$ cat src/pkg/idpk_pkg.sv
// Package: register offsets, field layouts and constants of the identify data block
package idpk_pkg;

  // Register map, word offsets on the plain register port
  localparam logic [3:0] ADDR_COMMAND_OPCODE = 4'h0;
  localparam logic [3:0] ADDR_DRIVE_HEAD_SELECT = 4'h1;
  localparam logic [3:0] ADDR_TASK_STATE_FLAGS = 4'h2;
  localparam logic [3:0] ADDR_DATA_WORD = 4'h3;
  localparam logic [3:0] ADDR_ERROR_CODE = 4'h4;
  localparam logic [3:0] ADDR_CONTROL = 4'h5;
  localparam logic [3:0] ADDR_ERASE_TIME = 4'h6;
  localparam logic [3:0] ADDR_APM_LEVEL = 4'h7;
  localparam logic [3:0] ADDR_MASTER_REV = 4'h8;
  localparam logic [3:0] ADDR_SECURITY = 4'h9;
  localparam logic [3:0] ADDR_POWER_WORD = 4'hA;
  localparam logic [3:0] ADDR_RESET_RESULT = 4'hB;

  // Command opcode
  localparam logic [7:0] OPC_PACKET_IDENTIFY = 8'hA1;
  // Error register abort bit
  localparam int ERR_ABORT_BIT = 2;
  localparam logic [7:0] ERR_ABORT = 8'h04;

  // Status bit positions
  localparam int ST_BUSY = 7;
  localparam int ST_READY = 6;
  localparam int ST_FAULT = 5;
  localparam int ST_DREQ = 3;
  localparam int ST_ERR = 0;
  // Drive/head select bit
  localparam int DH_DEV = 4;

  // Identification word indices
  localparam logic [7:0] W_ERASE = 8'h59;
  localparam logic [7:0] W_ENH_ERASE = 8'h5A;
  localparam logic [7:0] W_APM = 8'h5B;
  localparam logic [7:0] W_MREV = 8'h5C;
  localparam logic [7:0] W_HWRESET = 8'h5D;
  localparam logic [7:0] W_MEDIA = 8'h7F;
  localparam logic [7:0] W_SECURITY = 8'h80;
  localparam logic [7:0] W_POWER = 8'hA0;
  localparam logic [7:0] W_INTEGRITY = 8'hFF;
  localparam logic [7:0] W_LAST = 8'hFF;

  // Word 127 value and integrity signature
  localparam logic [15:0] MEDIA_NOTIFY_WORD = 16'h0001;
  localparam logic [7:0] INTEGRITY_SIG = 8'hA5;
  // Erase code for more than 508 minutes
  localparam logic [7:0] ERASE_OVER_MAX = 8'hFF;

  // Security word field positions
  localparam int SEC_SUPPORTED = 0;
  localparam int SEC_ENABLED = 1;
  localparam int SEC_LOCKED = 2;
  localparam int SEC_FROZEN = 3;
  localparam int SEC_EXPIRED = 4;
  localparam int SEC_ENH = 5;
  localparam int SEC_MAXLVL = 8;

  // Reset values
  localparam logic [7:0] RST_DRIVE_HEAD = 8'h00;
  localparam logic [7:0] RST_STATUS = 8'h40;
  localparam logic [15:0] RST_WORD = 16'h0000;

  // Preparation time before data is offered
  localparam int PREP_TIME_NS = 1000;
  localparam int CLK_PERIOD_NS = 25;
  localparam int PREP_CYCLES = (PREP_TIME_NS + CLK_PERIOD_NS - 1) / CLK_PERIOD_NS;

  typedef enum logic [1:0] {
    IDPK_IDLE = 2'b00,
    IDPK_PREP = 2'b01,
    IDPK_XFER = 2'b10
  } idpk_state_t;

  // Security settings written by software
  typedef struct packed {
    logic maxLevel;
    logic enhSupported;
    logic frozen;
    logic locked;
    logic enabled;
    logic supported;
  } idpk_sec_t;

  // Register port request
  typedef struct packed {
    logic [3:0] addr;
    logic [15:0] wdata;
    logic wr;
    logic rd;
  } idpk_req_t;

endpackage : idpk_pkg

$ cat src/rtl/idpk_identify.sv
// Device-side identify data engine with packet identify command handling
//
// Added by the designer: the address map and the plain strobed port.
`timescale 1ns/100ps

module idpk_identify #(
  parameter bit PACKET_FEATURE = 1'b1,
  parameter bit INTEGRITY_WORD = 1'b1,
  parameter bit DEVICE_NUMBER = 1'b0,
  parameter int PREP_COUNT = idpk_pkg::PREP_CYCLES
) (
  input wire logic clk,
  input wire logic nrst,
  input wire logic [3:0] regAddr,
  input wire logic [15:0] regWdata,
  input wire logic regWr,
  input wire logic regRd,
  output logic [15:0] regRdata,
  input wire logic cableDetect,
  input wire logic hwResetDone,
  input wire logic [7:0] hwResetOutcome,
  input wire logic unlockCountExpired,
  input wire logic interruptsDisabled,
  output logic intrq
);

  initial begin
    if (PREP_COUNT < 1 || PREP_COUNT > 65535) begin
      $error("PREP_COUNT out of range");
    end
  end

  localparam logic [15:0] PREP_LAST = 16'(PREP_COUNT - 1);

  // ==========================================================
  // Reset release
  logic [1:0] rstSync;
  logic rstN;

  always_ff @(posedge clk or negedge nrst) begin
    if (!nrst) begin
      rstSync <= 2'b00;
    end else begin
      rstSync <= {rstSync[0], 1'b1};
    end
  end
  assign rstN = rstSync[1];

  // ==========================================================
  // Cable detect pin synchroniser
  logic [2:0] cableSync;
  logic cableLevel;

  always_ff @(posedge clk or negedge rstN) begin
    if (!rstN) begin
      cableSync <= 3'b000;
      cableLevel <= 1'b0;
    end else begin
      cableSync <= {cableSync[1:0], cableDetect};
      if (cableSync[1] == cableSync[2]) begin
        cableLevel <= cableSync[2];
      end
    end
  end

  // ==========================================================
  // Register port decode
  idpk_pkg::idpk_req_t req;
  assign req = '{addr: regAddr, wdata: regWdata, wr: regWr, rd: regRd};

  logic cmdWrite;
  assign cmdWrite = req.wr && (req.addr == idpk_pkg::ADDR_COMMAND_OPCODE);

  // ==========================================================
  // Software-set identification fields
  logic [7:0] enhEraseTime;
  logic [7:0] apmLevel;
  logic [15:0] masterRev;
  idpk_pkg::idpk_sec_t sec;
  logic [15:0] powerWord;
  logic [7:0] driveHead;
  logic [7:0] errorCode;
  logic [15:0] hwResultWord;
  logic countExpired;

  always_ff @(posedge clk or negedge rstN) begin
    if (!rstN) begin
      enhEraseTime <= 8'h00;
      apmLevel <= 8'h00;
      masterRev <= idpk_pkg::RST_WORD;
      sec <= '0;
      powerWord <= idpk_pkg::RST_WORD;
      driveHead <= idpk_pkg::RST_DRIVE_HEAD;
    end else if (req.wr) begin
      unique case (req.addr)
        idpk_pkg::ADDR_ERASE_TIME: enhEraseTime <= req.wdata[7:0];
        idpk_pkg::ADDR_APM_LEVEL: apmLevel <= req.wdata[7:0];
        idpk_pkg::ADDR_MASTER_REV: masterRev <= req.wdata;
        idpk_pkg::ADDR_SECURITY: sec <= req.wdata[5:0];
        idpk_pkg::ADDR_POWER_WORD: powerWord <= {2'b00, req.wdata[13:0]};
        idpk_pkg::ADDR_DRIVE_HEAD_SELECT: driveHead <= req.wdata[7:0];
        default: begin
        end
      endcase
    end
  end

  // Expired flag holds until reset
  always_ff @(posedge clk or negedge rstN) begin
    if (!rstN) begin
      countExpired <= 1'b0;
    end else if (unlockCountExpired) begin
      countExpired <= 1'b1;
    end
  end

  // Hardware reset result placement by device number
  always_ff @(posedge clk or negedge rstN) begin
    if (!rstN) begin
      hwResultWord <= idpk_pkg::RST_WORD;
    end else if (hwResetDone) begin
      if (DEVICE_NUMBER == 1'b0) begin
        hwResultWord <= {8'h00, hwResetOutcome};
      end else begin
        hwResultWord <= {2'b00, hwResetOutcome[5:0], 8'h00};
      end
    end
  end

  // ==========================================================
  // Identification word source
  function automatic logic [15:0] idWord(input logic [7:0] idx, input logic [7:0] sum);
    logic [15:0] w;
    w = 16'h0000;
    unique case (idx)
      idpk_pkg::W_ENH_ERASE: w = {8'h00, enhEraseTime};
      idpk_pkg::W_APM: w = {8'h00, apmLevel};
      idpk_pkg::W_MREV: w = masterRev;
      idpk_pkg::W_HWRESET: w = {hwResultWord[15:14], cableLevel, hwResultWord[12:0]};
      idpk_pkg::W_MEDIA: w = idpk_pkg::MEDIA_NOTIFY_WORD;
      idpk_pkg::W_SECURITY: begin
        w[idpk_pkg::SEC_MAXLVL] = sec.enabled & sec.maxLevel;
        w[idpk_pkg::SEC_ENH] = sec.enhSupported;
        w[idpk_pkg::SEC_EXPIRED] = countExpired;
        w[idpk_pkg::SEC_FROZEN] = sec.frozen;
        w[idpk_pkg::SEC_LOCKED] = sec.locked;
        w[idpk_pkg::SEC_ENABLED] = sec.enabled;
        w[idpk_pkg::SEC_SUPPORTED] = sec.supported;
      end
      idpk_pkg::W_POWER: w = powerWord;
      idpk_pkg::W_INTEGRITY: begin
        if (INTEGRITY_WORD) begin
          w = {8'(-(sum + idpk_pkg::INTEGRITY_SIG)), idpk_pkg::INTEGRITY_SIG};
        end
      end
      default: w = 16'h0000;
    endcase
    return w;
  endfunction

  // ==========================================================
  // Command engine
  idpk_pkg::idpk_state_t state;
  logic [15:0] prepCount;
  logic [7:0] wordIdx;
  logic [7:0] byteSum;
  logic [7:0] next_sum;
  logic busy;
  logic dreq;
  logic errBit;
  logic deviceSelected;
  logic isIdentify;
  logic dataRead;
  logic [15:0] curWord;

  assign deviceSelected = (driveHead[idpk_pkg::DH_DEV] == DEVICE_NUMBER);
  assign isIdentify = PACKET_FEATURE && (req.wdata[7:0] == idpk_pkg::OPC_PACKET_IDENTIFY);
  assign dataRead = req.rd && (req.addr == idpk_pkg::ADDR_DATA_WORD)
    && (state == idpk_pkg::IDPK_XFER);

  // Word source also reads the field registers, so it must follow them
  always_comb begin
    curWord = idWord(wordIdx, byteSum);
  end

  // Running byte sum of the words already handed out plus the word now offered
  assign next_sum = byteSum + curWord[15:8] + curWord[7:0];

  always_ff @(posedge clk or negedge rstN) begin
    if (!rstN) begin
      state <= idpk_pkg::IDPK_IDLE;
      prepCount <= 16'h0000;
      wordIdx <= 8'h00;
      byteSum <= 8'h00;
      busy <= 1'b0;
      dreq <= 1'b0;
      errBit <= 1'b0;
      errorCode <= 8'h00;
      intrq <= 1'b0;
    end else begin
      if (req.rd && req.addr == idpk_pkg::ADDR_TASK_STATE_FLAGS) begin
        intrq <= 1'b0;
      end
      unique case (state)
        idpk_pkg::IDPK_IDLE: begin
          // Accepted regardless of ready
          if (cmdWrite && deviceSelected) begin
            if (isIdentify) begin
              state <= idpk_pkg::IDPK_PREP;
              busy <= 1'b1;
              dreq <= 1'b0;
              errBit <= 1'b0;
              errorCode <= 8'h00;
              prepCount <= 16'h0000;
              wordIdx <= 8'h00;
              byteSum <= 8'h00;
              intrq <= 1'b0;
            end else begin
              errBit <= 1'b1;
              errorCode <= idpk_pkg::ERR_ABORT;
              intrq <= !interruptsDisabled;
            end
          end
        end
        idpk_pkg::IDPK_PREP: begin
          if (prepCount == PREP_LAST) begin
            state <= idpk_pkg::IDPK_XFER;
            busy <= 1'b0;
            dreq <= 1'b1;
            intrq <= !interruptsDisabled;
          end else begin
            prepCount <= prepCount + 16'h0001;
          end
        end
        idpk_pkg::IDPK_XFER: begin
          if (dataRead) begin
            byteSum <= next_sum;
            if (wordIdx == idpk_pkg::W_LAST) begin
              state <= idpk_pkg::IDPK_IDLE;
              dreq <= 1'b0;
              busy <= 1'b0;
              errBit <= 1'b0;
            end else begin
              wordIdx <= wordIdx + 8'h01;
            end
          end
        end
        default: state <= idpk_pkg::IDPK_IDLE;
      endcase
    end
  end

  // ==========================================================
  // Read data
  logic [7:0] statusByte;
  always_comb begin
    statusByte = 8'h00;
    statusByte[idpk_pkg::ST_BUSY] = busy;
    statusByte[idpk_pkg::ST_READY] = 1'b1;
    statusByte[idpk_pkg::ST_FAULT] = 1'b0;
    statusByte[idpk_pkg::ST_DREQ] = dreq;
    statusByte[idpk_pkg::ST_ERR] = errBit;
  end

  always_ff @(posedge clk or negedge rstN) begin
    if (!rstN) begin
      regRdata <= 16'h0000;
    end else if (req.rd) begin
      unique case (req.addr)
        idpk_pkg::ADDR_DRIVE_HEAD_SELECT: regRdata <= {8'h00, driveHead};
        idpk_pkg::ADDR_TASK_STATE_FLAGS: regRdata <= {8'h00, statusByte};
        idpk_pkg::ADDR_DATA_WORD: regRdata <= (state == idpk_pkg::IDPK_XFER) ? curWord : 16'h0000;
        idpk_pkg::ADDR_ERROR_CODE: regRdata <= {8'h00, errorCode};
        idpk_pkg::ADDR_ERASE_TIME: regRdata <= {8'h00, enhEraseTime};
        idpk_pkg::ADDR_APM_LEVEL: regRdata <= {8'h00, apmLevel};
        idpk_pkg::ADDR_MASTER_REV: regRdata <= masterRev;
        idpk_pkg::ADDR_SECURITY: regRdata <= {10'h000, sec};
        idpk_pkg::ADDR_POWER_WORD: regRdata <= powerWord;
        idpk_pkg::ADDR_RESET_RESULT: regRdata <= hwResultWord;
        idpk_pkg::ADDR_CONTROL: regRdata <= {15'h0000, countExpired};
        default: regRdata <= 16'h0000;
      endcase
    end else begin
      regRdata <= 16'h0000;
    end
  end

endmodule : idpk_identify

$ cat config.mk
export PLATFORM = sky130hd
export DESIGN_NAME = idpk_identify
export DESIGN_NICKNAME = d
export VERILOG_FILES = /design/src/pkg/idpk_pkg.sv /design/src/rtl/idpk_identify.sv
export SDC_FILE = /design/constraint.sdc
export NUM_CORES = 1
export LEC_CHECK = 0
export ABC_CLOCK_PERIOD_IN_PS = 5100
export BUFFER_PORTS_ARGS = -buffer_cell sky130_fd_sc_hd__clkbuf_2
export CAP_MARGIN = 20
export CORE_MARGIN = 2
export CORE_UTILIZATION = 43
export DETAILED_ROUTE_END_ITERATION = 16
export SLEW_MARGIN = 20
export SYNTH_ARGS = -nofsm -noshare
export SYNTH_HDL_FRONTEND = slang
export SYNTH_SLANG_ARGS = --single-unit
$ cat constraint.sdc
create_clock -name clk -period 5.1 [get_ports clk]
set_input_delay 0.765 -clock clk [delete_from_list [all_inputs] [get_ports clk]]
set_output_delay 0.765 -clock clk [all_outputs]
set_load 0.01 [all_outputs]
Word level (Yosys, flattened, before mapping)
Index checks and enable logic that the tools add are counted.
- register bits after elaboration: 137
- latch bits: 0
- RAM bits: 0
- memory bits (read-only): 0
- bits of input ports: 36
- output and inout port bits: 17
- word-level logic and storage cells: 132
- memories: 0
- $add $sub $neg: 6
- multipliers: 0
- div/mod/pow operators: 0
- $lt $le $gt $ge: 0
- eq/ne operators: 31
- shift-type cells: 0
- muxes and demuxes: 43
- bitwise operators: 2
- reduce and logical (&&, ||, !) cells: 24
- operator list (cell ; count):
    $pmux 16 s11 ; 1
    $mux 16 ; 5
    $pmux 6 s8 ; 1
    $eq 8x7->1 const B ; 5
    $mux 8 ; 5
    $eq 8x8->1 const B ; 4
    $pmux 16 s2 ; 1
    $pmux 8 s2 ; 2
    $pmux 7 s4 ; 1
    $add 16x1->16 const B ; 1
    $add 8x8->8 ; 2
    $eq 16x6->1 const B ; 1
    $eq 4x3->1 const B ; 4
    $eq 4x4->1 const B ; 4
    $mux 1 ; 14
    $ne 2x2->1 const B ; 7
    $reduce_and 2->1 ; 7
    $pmux 2 s6 ; 1
    $reduce_and 4->1 ; 3
    $mux 2 ; 5
    $reduce_and 5->1 ; 2
    $add 8x1->8 const B ; 1
    $add 8x8->8 const B ; 1
    $eq 4x2->1 const B ; 2
    19 further kinds ; 26

Depth between registers and ports, before layout
Gate-level depths: netlist of run 1.
- depth in word-level cells: 7
- gate-level depth with buffers: 19
- mapped depth without buffers: 17

Worst setup path after synthesis of run 1
No wires, ideal clock.
- path kind: reg2reg
- start point: register wordIdx[0]
- end point: register byteSum[7]
- library setup time: 0.074 ns
- arrival: 3.815 ns
- required time: 5.026 ns
- slack: 1.211 ns
- cell stages (with the launch flop): 20
- buffers on the path: 2
- clock period less this slack: 3.889 ns
- cells stage by stage: dfrtp_1 > ha_1 > and3_1 > clkbuf_1 > nand3_1 > buf_2 > nor2_1 > a221oi_1 > fa_1 > inv_1 > ha_1 > inv_1 > fa_1 > nor2b_1 > nor3_1 > o21bai_1 > a21oi_1 > xor3_1 > or3_1 > o21ai_2
- word-level cells in the longest chain between the ends: 6
- elaborated cells between the ends (all ways): 16
- those cells by class: 2 x add/sub; 8 x eq/ne; 6 x mux
- ends and longest elaborated chain (element ; line ; source):
    from (decl) ; idpk_identify.sv:165 ; logic [7:0] wordIdx;
    from (signal assigned) ; idpk_identify.sv:244 ; wordIdx <= wordIdx + 8'h01;
    $eq 8x8->1, or another cell as far along ; idpk_identify.sv:135 ; unique case (idx)
    $pmux 1 s4 or $pmux 7 s4 (tied branches) ; idpk_identify.sv:135 ;
    $add 8x8->8 ; idpk_identify.sv:187 ; assign next_sum = byteSum + curWord[15:8] + curWord[7:0];
    $add 8x8->8 * ; idpk_identify.sv:187 ;
    $mux 8 * ; idpk_identify.sv:236 ; if (dataRead) begin
    $pmux 8 s2 * ; idpk_identify.sv:204 ; unique case (state)
    to (signal assigned) ; idpk_identify.sv:237 ; byteSum <= next_sum;
    to (decl) ; idpk_identify.sv:166 ; logic [7:0] byteSum;
Mark *: on every way between the ends. The rest lies on a longest branch, timed or not. The select of a mux whose other input is x is not followed.
A chain may end at the register's enable or synchronous reset.

Worst setup path in the final report of run 1
Same ends and word-level chain as after synthesis.

==> flow_metrics.tcl, run 1 <==
set metrics [dict create \
    clk_pin_slew_ns 0.06 \
    cts.sinks 130 \
    antennaDiodeCount 0 \
    stdcell_count 952 \
    numCtsBuffers 17 \
    syn_to_final_growth_pct 14.1 \
    rsz0062_at_grt "no" \
    finalSetupTns_ns 0 \
    cp_data_arrival_time_ns 4.92 \
    clock_latency_ns 0.43 \
    outcome "finished clean" \
    drc_errors 0 \
    grt_start_max_net_pins 82 \
    p_leak_nw 3.60 \
    hold_violations 0 \
    die-height_um 133 \
    core_area_um2 16400 \
    grt_util_all_layers_pct 23.0 \
    post-route-min-period_ns 4.57 \
    crit_fanout 12 \
    portBuffers 52 \
    cap_violations 0 \
    antenna_found_initial 0 \
    dp.cells 920 \
    cts_tree "yes" \
    start_kind "flop" \
    drive_gt1_share_pct 23.8 \
    setup_violations 0 \
    synth_nets 743 \
    p_total_w 0.00300 \
    fp.dieArea_um2 17600 \
    grt_pass1_vias 5778 \
    grt_pass1_wl_um 31400 \
    hold_path.class "in2async" \
    synth_edf_count 0 \
    viasPerCell 5.95 \
    htreeDepth 4 \
    fin_crit_sh_pct 89.6 \
    vdd_drop_max_mv 0.238 \
    worst_slew_pin_slew_ns 0.957 \
    post-cts-setup-buffers 0 \
    async_reset_ff_share_pct 100 \
    clock_path_buffers 2 \
    slew_violations 0 \
    hold_buffers 0 \
    synth.distinct_cells 67 \
    place.gp.congestion 0.951 \
    drtPass1Iterations 5 \
    ys.warnings.count 0 \
    grt.overflow.total 0 \
    drt-total-wl_um 19500 \
    fp.dieW_um 133 \
    fin_nets 780 \
    avgRoutedWirePerCell_um 20.5 \
    syn-cell-area_um2 7120 \
    rows 47 \
    synth_top_flop_cell "dfrtp_1" \
    drtIter0Drc 499 \
    power_density_nw_per_um2 370 \
    dp_hpwl_um 14100 \
    ant_nets 0 \
    synth.avg_cell_area_um2 10.4 \
    path_class "reg2reg" \
    critPathCaptureType "flop" \
    netlist_instances 683 \
    start_util_pct 43.4 \
    ys_seq_elements 130 \
    synth_seq_area_share_pct 45.7 \
    slew_headroom_pct 36.0 \
    max_freq_mhz 219 \
    cts-root-buf "clkbuf_16" \
    vias 5669 \
    ios 53 \
    cts_resized 0 \
    final_core_utilization_pct 49.5 \
    critPathRequiredTime_ns 5.45 \
    fin_skew_ns 0.00744 \
]
==> path summary, 6_finish.rpt <==
check	start	to	slack, ns	depth (start not counted)
max	wordIdx[0]	byteSum[7]	0.53	17
min	nrst	rstSync[1]	0.11	1
max reg2reg	wordIdx[0]	byteSum[7]	0.53	17
min reg2reg	rstSync[1]	enhEraseTime[3]	0.27	0
max in group asynchronous	rstSync[1]	masterRev[10]	3.87	1
min in group clk	cableSync[0]	cableSync[1]	0.35	0
==> cell families (layout without fill, tap and decap cells) <==
| family | Yosys count | after routing | share of synthesized area, % |
|---|---|---|---|
| simple gates | 187 | 187 | 13.7 |
| compound gates | 159 | 159 | 15.0 |
| flops | 130 | 130 | 45.7 |
| mux | 89 | 89 | 13.9 |
| buf+inv | 77 | 126 | 4.36 |
| fa+ha+maj | 25 | 25 | 5.20 |
| xor+xnor | 15 | 15 | 2.06 |
| other cells | 1 | 1 | 0.0527 |
==> through the flow <==
step | instance area [um2] | hold slack [ns] | worst slack (ns)
3_3_place_gp | 7530 | 0.335 | 0.912
5_1_grt | 8120 | 0.109 | 0.339
6_report | 8120 | 0.113 | 0.530
4_1_cts | 8100 | 0.103 | 0.640
3_5_place_dp | 7530 | 0.336 | 0.702
2_1_floorplan | 7120 | 0.331 | 1.21
==> synth_stat cells (9+ instances only) <==
cell / n / area (um2)
inv_1: 37 / 139
nor2b_1: 14 / 87.6
nand2_1: 37 / 139
nor2_1: 48 / 180
mux2_2: 70 / 788
clkbuf_1: 29 / 109
and3_1: 12 / 75.1
mux2i_1: 18 / 180
nand3_1: 26 / 130
a22oi_1: 16 / 120
a22o_1: 11 / 96.3
a221oi_1: 9 / 78.8
a21oi_1: 34 / 170
dfrtp_1: 130 / 3250
o21ai_0: 36 / 180
ha_1: 16 / 200
o22ai_1: 12 / 75.1
==> power by group <==
part	switching, W	leakage (nW)	internal [W]
Combinational	0.000245	1.69	0.000227
Sequential	0.000156	1.63	0.00118
Clock	0.000457	0.282	0.000738
Total	0.000858	3.60	0.00214
==> area by class of cell <==
cell class,count,area [um2]
Sequential cell,130,3260
Clock inverter,10,110
Clock buffer,21,460
Fill cell,1501,8280
Inverter,37,139
Timing Repair Buffer,58,325
Multi-Input combinational cell,476,3560
Tap cell,220,275
==> critical path, cell delays in order (launching register included) <==
cell	delay, ns
dfrtp_1	0.45
inv_1	0.10
ha_1	0.38
and3_1	0.27
and2_1	0.24
a221oi_1	0.46
fa_1	0.49
inv_1	0.07
ha_1	0.18
inv_1	0.06
fa_1	0.41
nor2b_1	0.16
nor3_1	0.09
o21bai_1	0.20
a21oi_1	0.12
xor3_1	0.38
or3_1	0.37
o21ai_2	0.07
==> registers in the layout, summed over array words and instances, names as in the netlist <==
register and flops:
cableSync 3, masterRev 16, dreq 1, powerWord 14, apmLevel 8, errBit 1, wordIdx 8, sec 6
driveHead 8, hwResultWord 8, prepCount 16, state 2, errorCode 1, countExpired 1, intrq 1, rstSync 2
enhEraseTime 8, busy 1, byteSum 8, cableLevel 1, regRdata 16
==> layout by cell type, fill, tap and decap left out, types with 4 or more instances in the layout <==
cell and count:
fa_1 8, nor2b_1 14, dfrtp_1 129, nand3_1 26
and2_1 4, o22ai_1 12, or3_1 8, clkbuf_2 52
o21ai_0 36, nand4_1 8, a221oi_1 9, a21oi_1 34
nor2_1 48, clkinv_2 5, a22o_1 11, a22oi_1 16
ha_1 16, buf_4 5, o32ai_1 6, mux2_2 70
mux2i_1 18, inv_1 37, nor3_1 7, and3_1 12
clkbuf_16 17, a21o_1 5, xnor2_1 6, nand2_1 37
xor2_1 8
==> per-layer routing <==
| metal | up-vias | global-route usage, % | part of all wire [%] |
|---|---|---|---|
| met5 | - | 0 | 0 |
| met3 | 47 | 4.41 | 5.8 |
| li1 | 2551 | - | - |
| met2 | 258 | 37.7 | 48 |
| met1 | 2813 | 30.2 | 43 |
| met4 | 0 | 9.02 | 2.9 |
Note: power is estimated with default switching activity, not from simulation.
==> inputs of run 2 (changes only) <==
ABC_AREA = 1   (was default)
==> run 2 against run 1 <==
Against the previous run: die area is 1.8% higher; register-to-register slack better by 0.80 ns; global-route usage is 0.56 points higher; critical endpoint unchanged; worst setup slack better by 0.80 ns; design area is 2.3% higher; power is 7.2% lower; synthesized area is 1.9% higher; largest power group unchanged; clock skew is 0.0034 ns higher.
==> flow_metrics.tcl, run 2 <==
set metrics [dict create \
    die-height_um 134 \
    clock_path_buffers 2 \
    power_density_nw_per_um2 335 \
    hold_violations 0 \
    synth.avg_cell_area_um2 7.77 \
    viasPerCell 5.26 \
    antenna_found_initial 0 \
    cp_data_arrival_time_ns 4.10 \
    numCtsBuffers 17 \
    setup_violations 0 \
    final_cell_mix "nand2_1 (229), inv_1 (144), dfrtp_1 (129), o21ai_0 (103), nor2_1 (55)" \
    drc_errors 0 \
    cts-root-buf "clkbuf_16" \
    start_util_pct 43.9 \
    slew_headroom_pct 36.3 \
    cts_resized 0 \
    multi_input_area_um2 3310 \
    max_freq_mhz 266 \
    yosys-top-cells-area "dfrtp_1 (45%), nand2_1 (12%), inv_1 (7.5%)" \
    final_common_cell "nand2_1" \
    synth_top_flop_cell "dfrtp_1" \
    reg2regPathDepth 23 \
    yosysTopAreaCell "dfrtp_1" \
    clk_pin_slew_ns 0.06 \
    path_class "reg2reg" \
    rows 47 \
    vdd_drop_max_mv 0.252 \
    synth_nets 993 \
    grt_pass1_vias 6113 \
    start_kind "flop" \
    synth.distinct_cells 47 \
    vias 6402 \
    r2r-start "wordIdx[0]" \
    syn_to_final_growth_pct 14.6 \
    cts.sinks 130 \
    startpoint "wordIdx[0]" \
    cap_violations 0 \
    grt_start_max_net_pins 72 \
    hold_buffers 0 \
    grt_pass1_wl_um 32500 \
    reg_top3 "masterRev x16, prepCount x16, regRdata x16" \
    synth_seq_area_share_pct 44.9 \
    ys_seq_elements 130 \
    final-seq-area_um2 3260 \
    crit_fanout 12 \
    ys.warnings.count 0 \
    grt_util_all_layers_pct 23.5 \
    stdcell_count 1218 \
    ant_nets 0 \
    portBuffers 52 \
    synth_common_cells "nand2_1 (229), inv_1 (144), dfrtp_1 (130), o21ai_0 (103), nor2_1 (55)" \
    async_reset_ff_share_pct 100 \
    hold_path.class "in2async" \
    slew_violations 0 \
    drtIter0Drc 567 \
    synth_top_area_share_pct 44.9 \
    place.gp.congestion 0.959 \
    drtPass1Iterations 5 \
    fp.dieArea_um2 17900 \
    clock_latency_ns 0.44 \
    synth_edf_count 0 \
    avgRoutedWirePerCell_um 16.3 \
    fin_skew_ns 0.0108 \
    antennaDiodeCount 0 \
    grt.overflow.total 0 \
    post-route-min-period_ns 3.77 \
    ios 53 \
    finalSetupTns_ns 0 \
    htreeDepth 4 \
    fin_nets 1045 \
    fp.dieW_um 134 \
    rsz0062_at_grt "no" \
    netlist_instances 933 \
    worst_slew_pin_slew_ns 0.954 \
    syn-cell-area_um2 7250 \
    critPathRequiredTime_ns 5.43 \
    fillers 1677 \
    dp_hpwl_um 14400 \
    post-cts-setup-buffers 0 \
    p_leak_nw 4.09 \
    cts_tree "yes" \
    outcome "finished clean" \
    drive_gt1_share_pct 12.1 \
    dp.cells 1185 \
    critPathCaptureType "flop" \
    synth_most_common_cell "nand2_1" \
    fin_crit_sh_pct 73.8 \
    drt-total-wl_um 19900 \
    core_area_um2 16500 \
]
## run 2: cell count changes after synthesis, sizes merged, moves of 10 or more
cell	delta
clkbuf	-16
o22ai	+11
a22o	-10
nand2	+200
nor2b	-14
mux2	-69
nand4	+19
mux2i	-18
nand3	+15
a22oi	-16
and3	-13
o21ai	+72
nor2	+16
inv	+112
## run 2: path summary, 6_finish.rpt
kind / slack (ns) / endpoint
max in group asynchronous: 3.34 / dreq
min in group clk: 0.35 / rstSync[1]
hold / removal: 0.11 / rstSync[0]
hold reg to reg: 0.35 / rstSync[1]
setup / recovery: 1.33 / byteSum[7]
setup reg to reg: 1.33 / byteSum[7]
## run 2: through the flow
step                total power (W)  hold WS, ns  utilization, %  instance area, um2  setup WS, ns
floorplan                   0.00143        0.331               -                7250          1.21
CTS                         0.00280        0.103            50.2                8300          1.33
detailed placement          0.00155        0.338            46.6                7690          1.36
finish                      0.00279        0.107            50.3                8310          1.33
global route                0.00291        0.106            50.3                8310         0.956
global placement            0.00155        0.333            46.6                7690          1.45
## run 2: kinds of logic (layout without fill, tap and decap cells)
| logic type | count (synthesis) | count (layout) | share of synthesized area, % |
|---|---|---|---|
| AOI/OAI and AO/OA | 193 | 193 | 15.0 |
| xor gates and xnor gates | 16 | 16 | 1.93 |
| adders and majority gates | 25 | 25 | 5.11 |
| buffers and inverters | 174 | 239 | 9.47 |
| DFF | 130 | 130 | 44.9 |
| muxes | 1 | 1 | 0.155 |
| other | 1 | 1 | 0.0517 |
| and+or+nand+nor | 393 | 393 | 23.4 |
## run 2: routing by layer
metal | GRT usage (%) | vias up | part of all wire, %
li1 | - | 3143 | -
met5 | 0 | - | 0
met1 | 34.2 | 2998 | 48
met2 | 34.8 | 227 | 43
met4 | 7.92 | 0 | 1.8
met3 | 5.33 | 34 | 7.0
## run 2: worst max-delay path, cell delays in order (launching register included)
cell	delay (ns)
dfrtp_1	0.41
ha_1	0.20
inv_1	0.07
nor2_2	0.16
nand4_1	0.52
or2_0	0.40
o221ai_1	0.10
inv_1	0.10
fa_1	0.48
inv_1	0.04
ha_1	0.36
nand2_1	0.08
nor2_1	0.11
nand2_1	0.08
nand3_1	0.07
nand2_1	0.05
nand2_1	0.07
inv_1	0.04
nand2_1	0.05
nand2_1	0.06
inv_1	0.05
nand2_1	0.04
nand3_1	0.06
nand2_1	0.05
## run 2: power breakdown
part           internal (W)  total (W)  switching [W]  leakage, nW
Combinational     0.0000960   0.000271       0.000175         2.22
Clock              0.000751    0.00125       0.000495        0.287
Sequential          0.00116    0.00127       0.000112         1.59
## run 2: layout make-up
| type | count | area share [%] |
|---|---|---|
| multi-input combinational | 629 | 39.9 |
| timing repair buffer | 56 | 3.58 |
| tap | 220 | 3.31 |
| clock buffer | 19 | 5.45 |
| clock inverter | 13 | 1.79 |
| sequential | 130 | 39.2 |
| inverter | 151 | 6.82 |
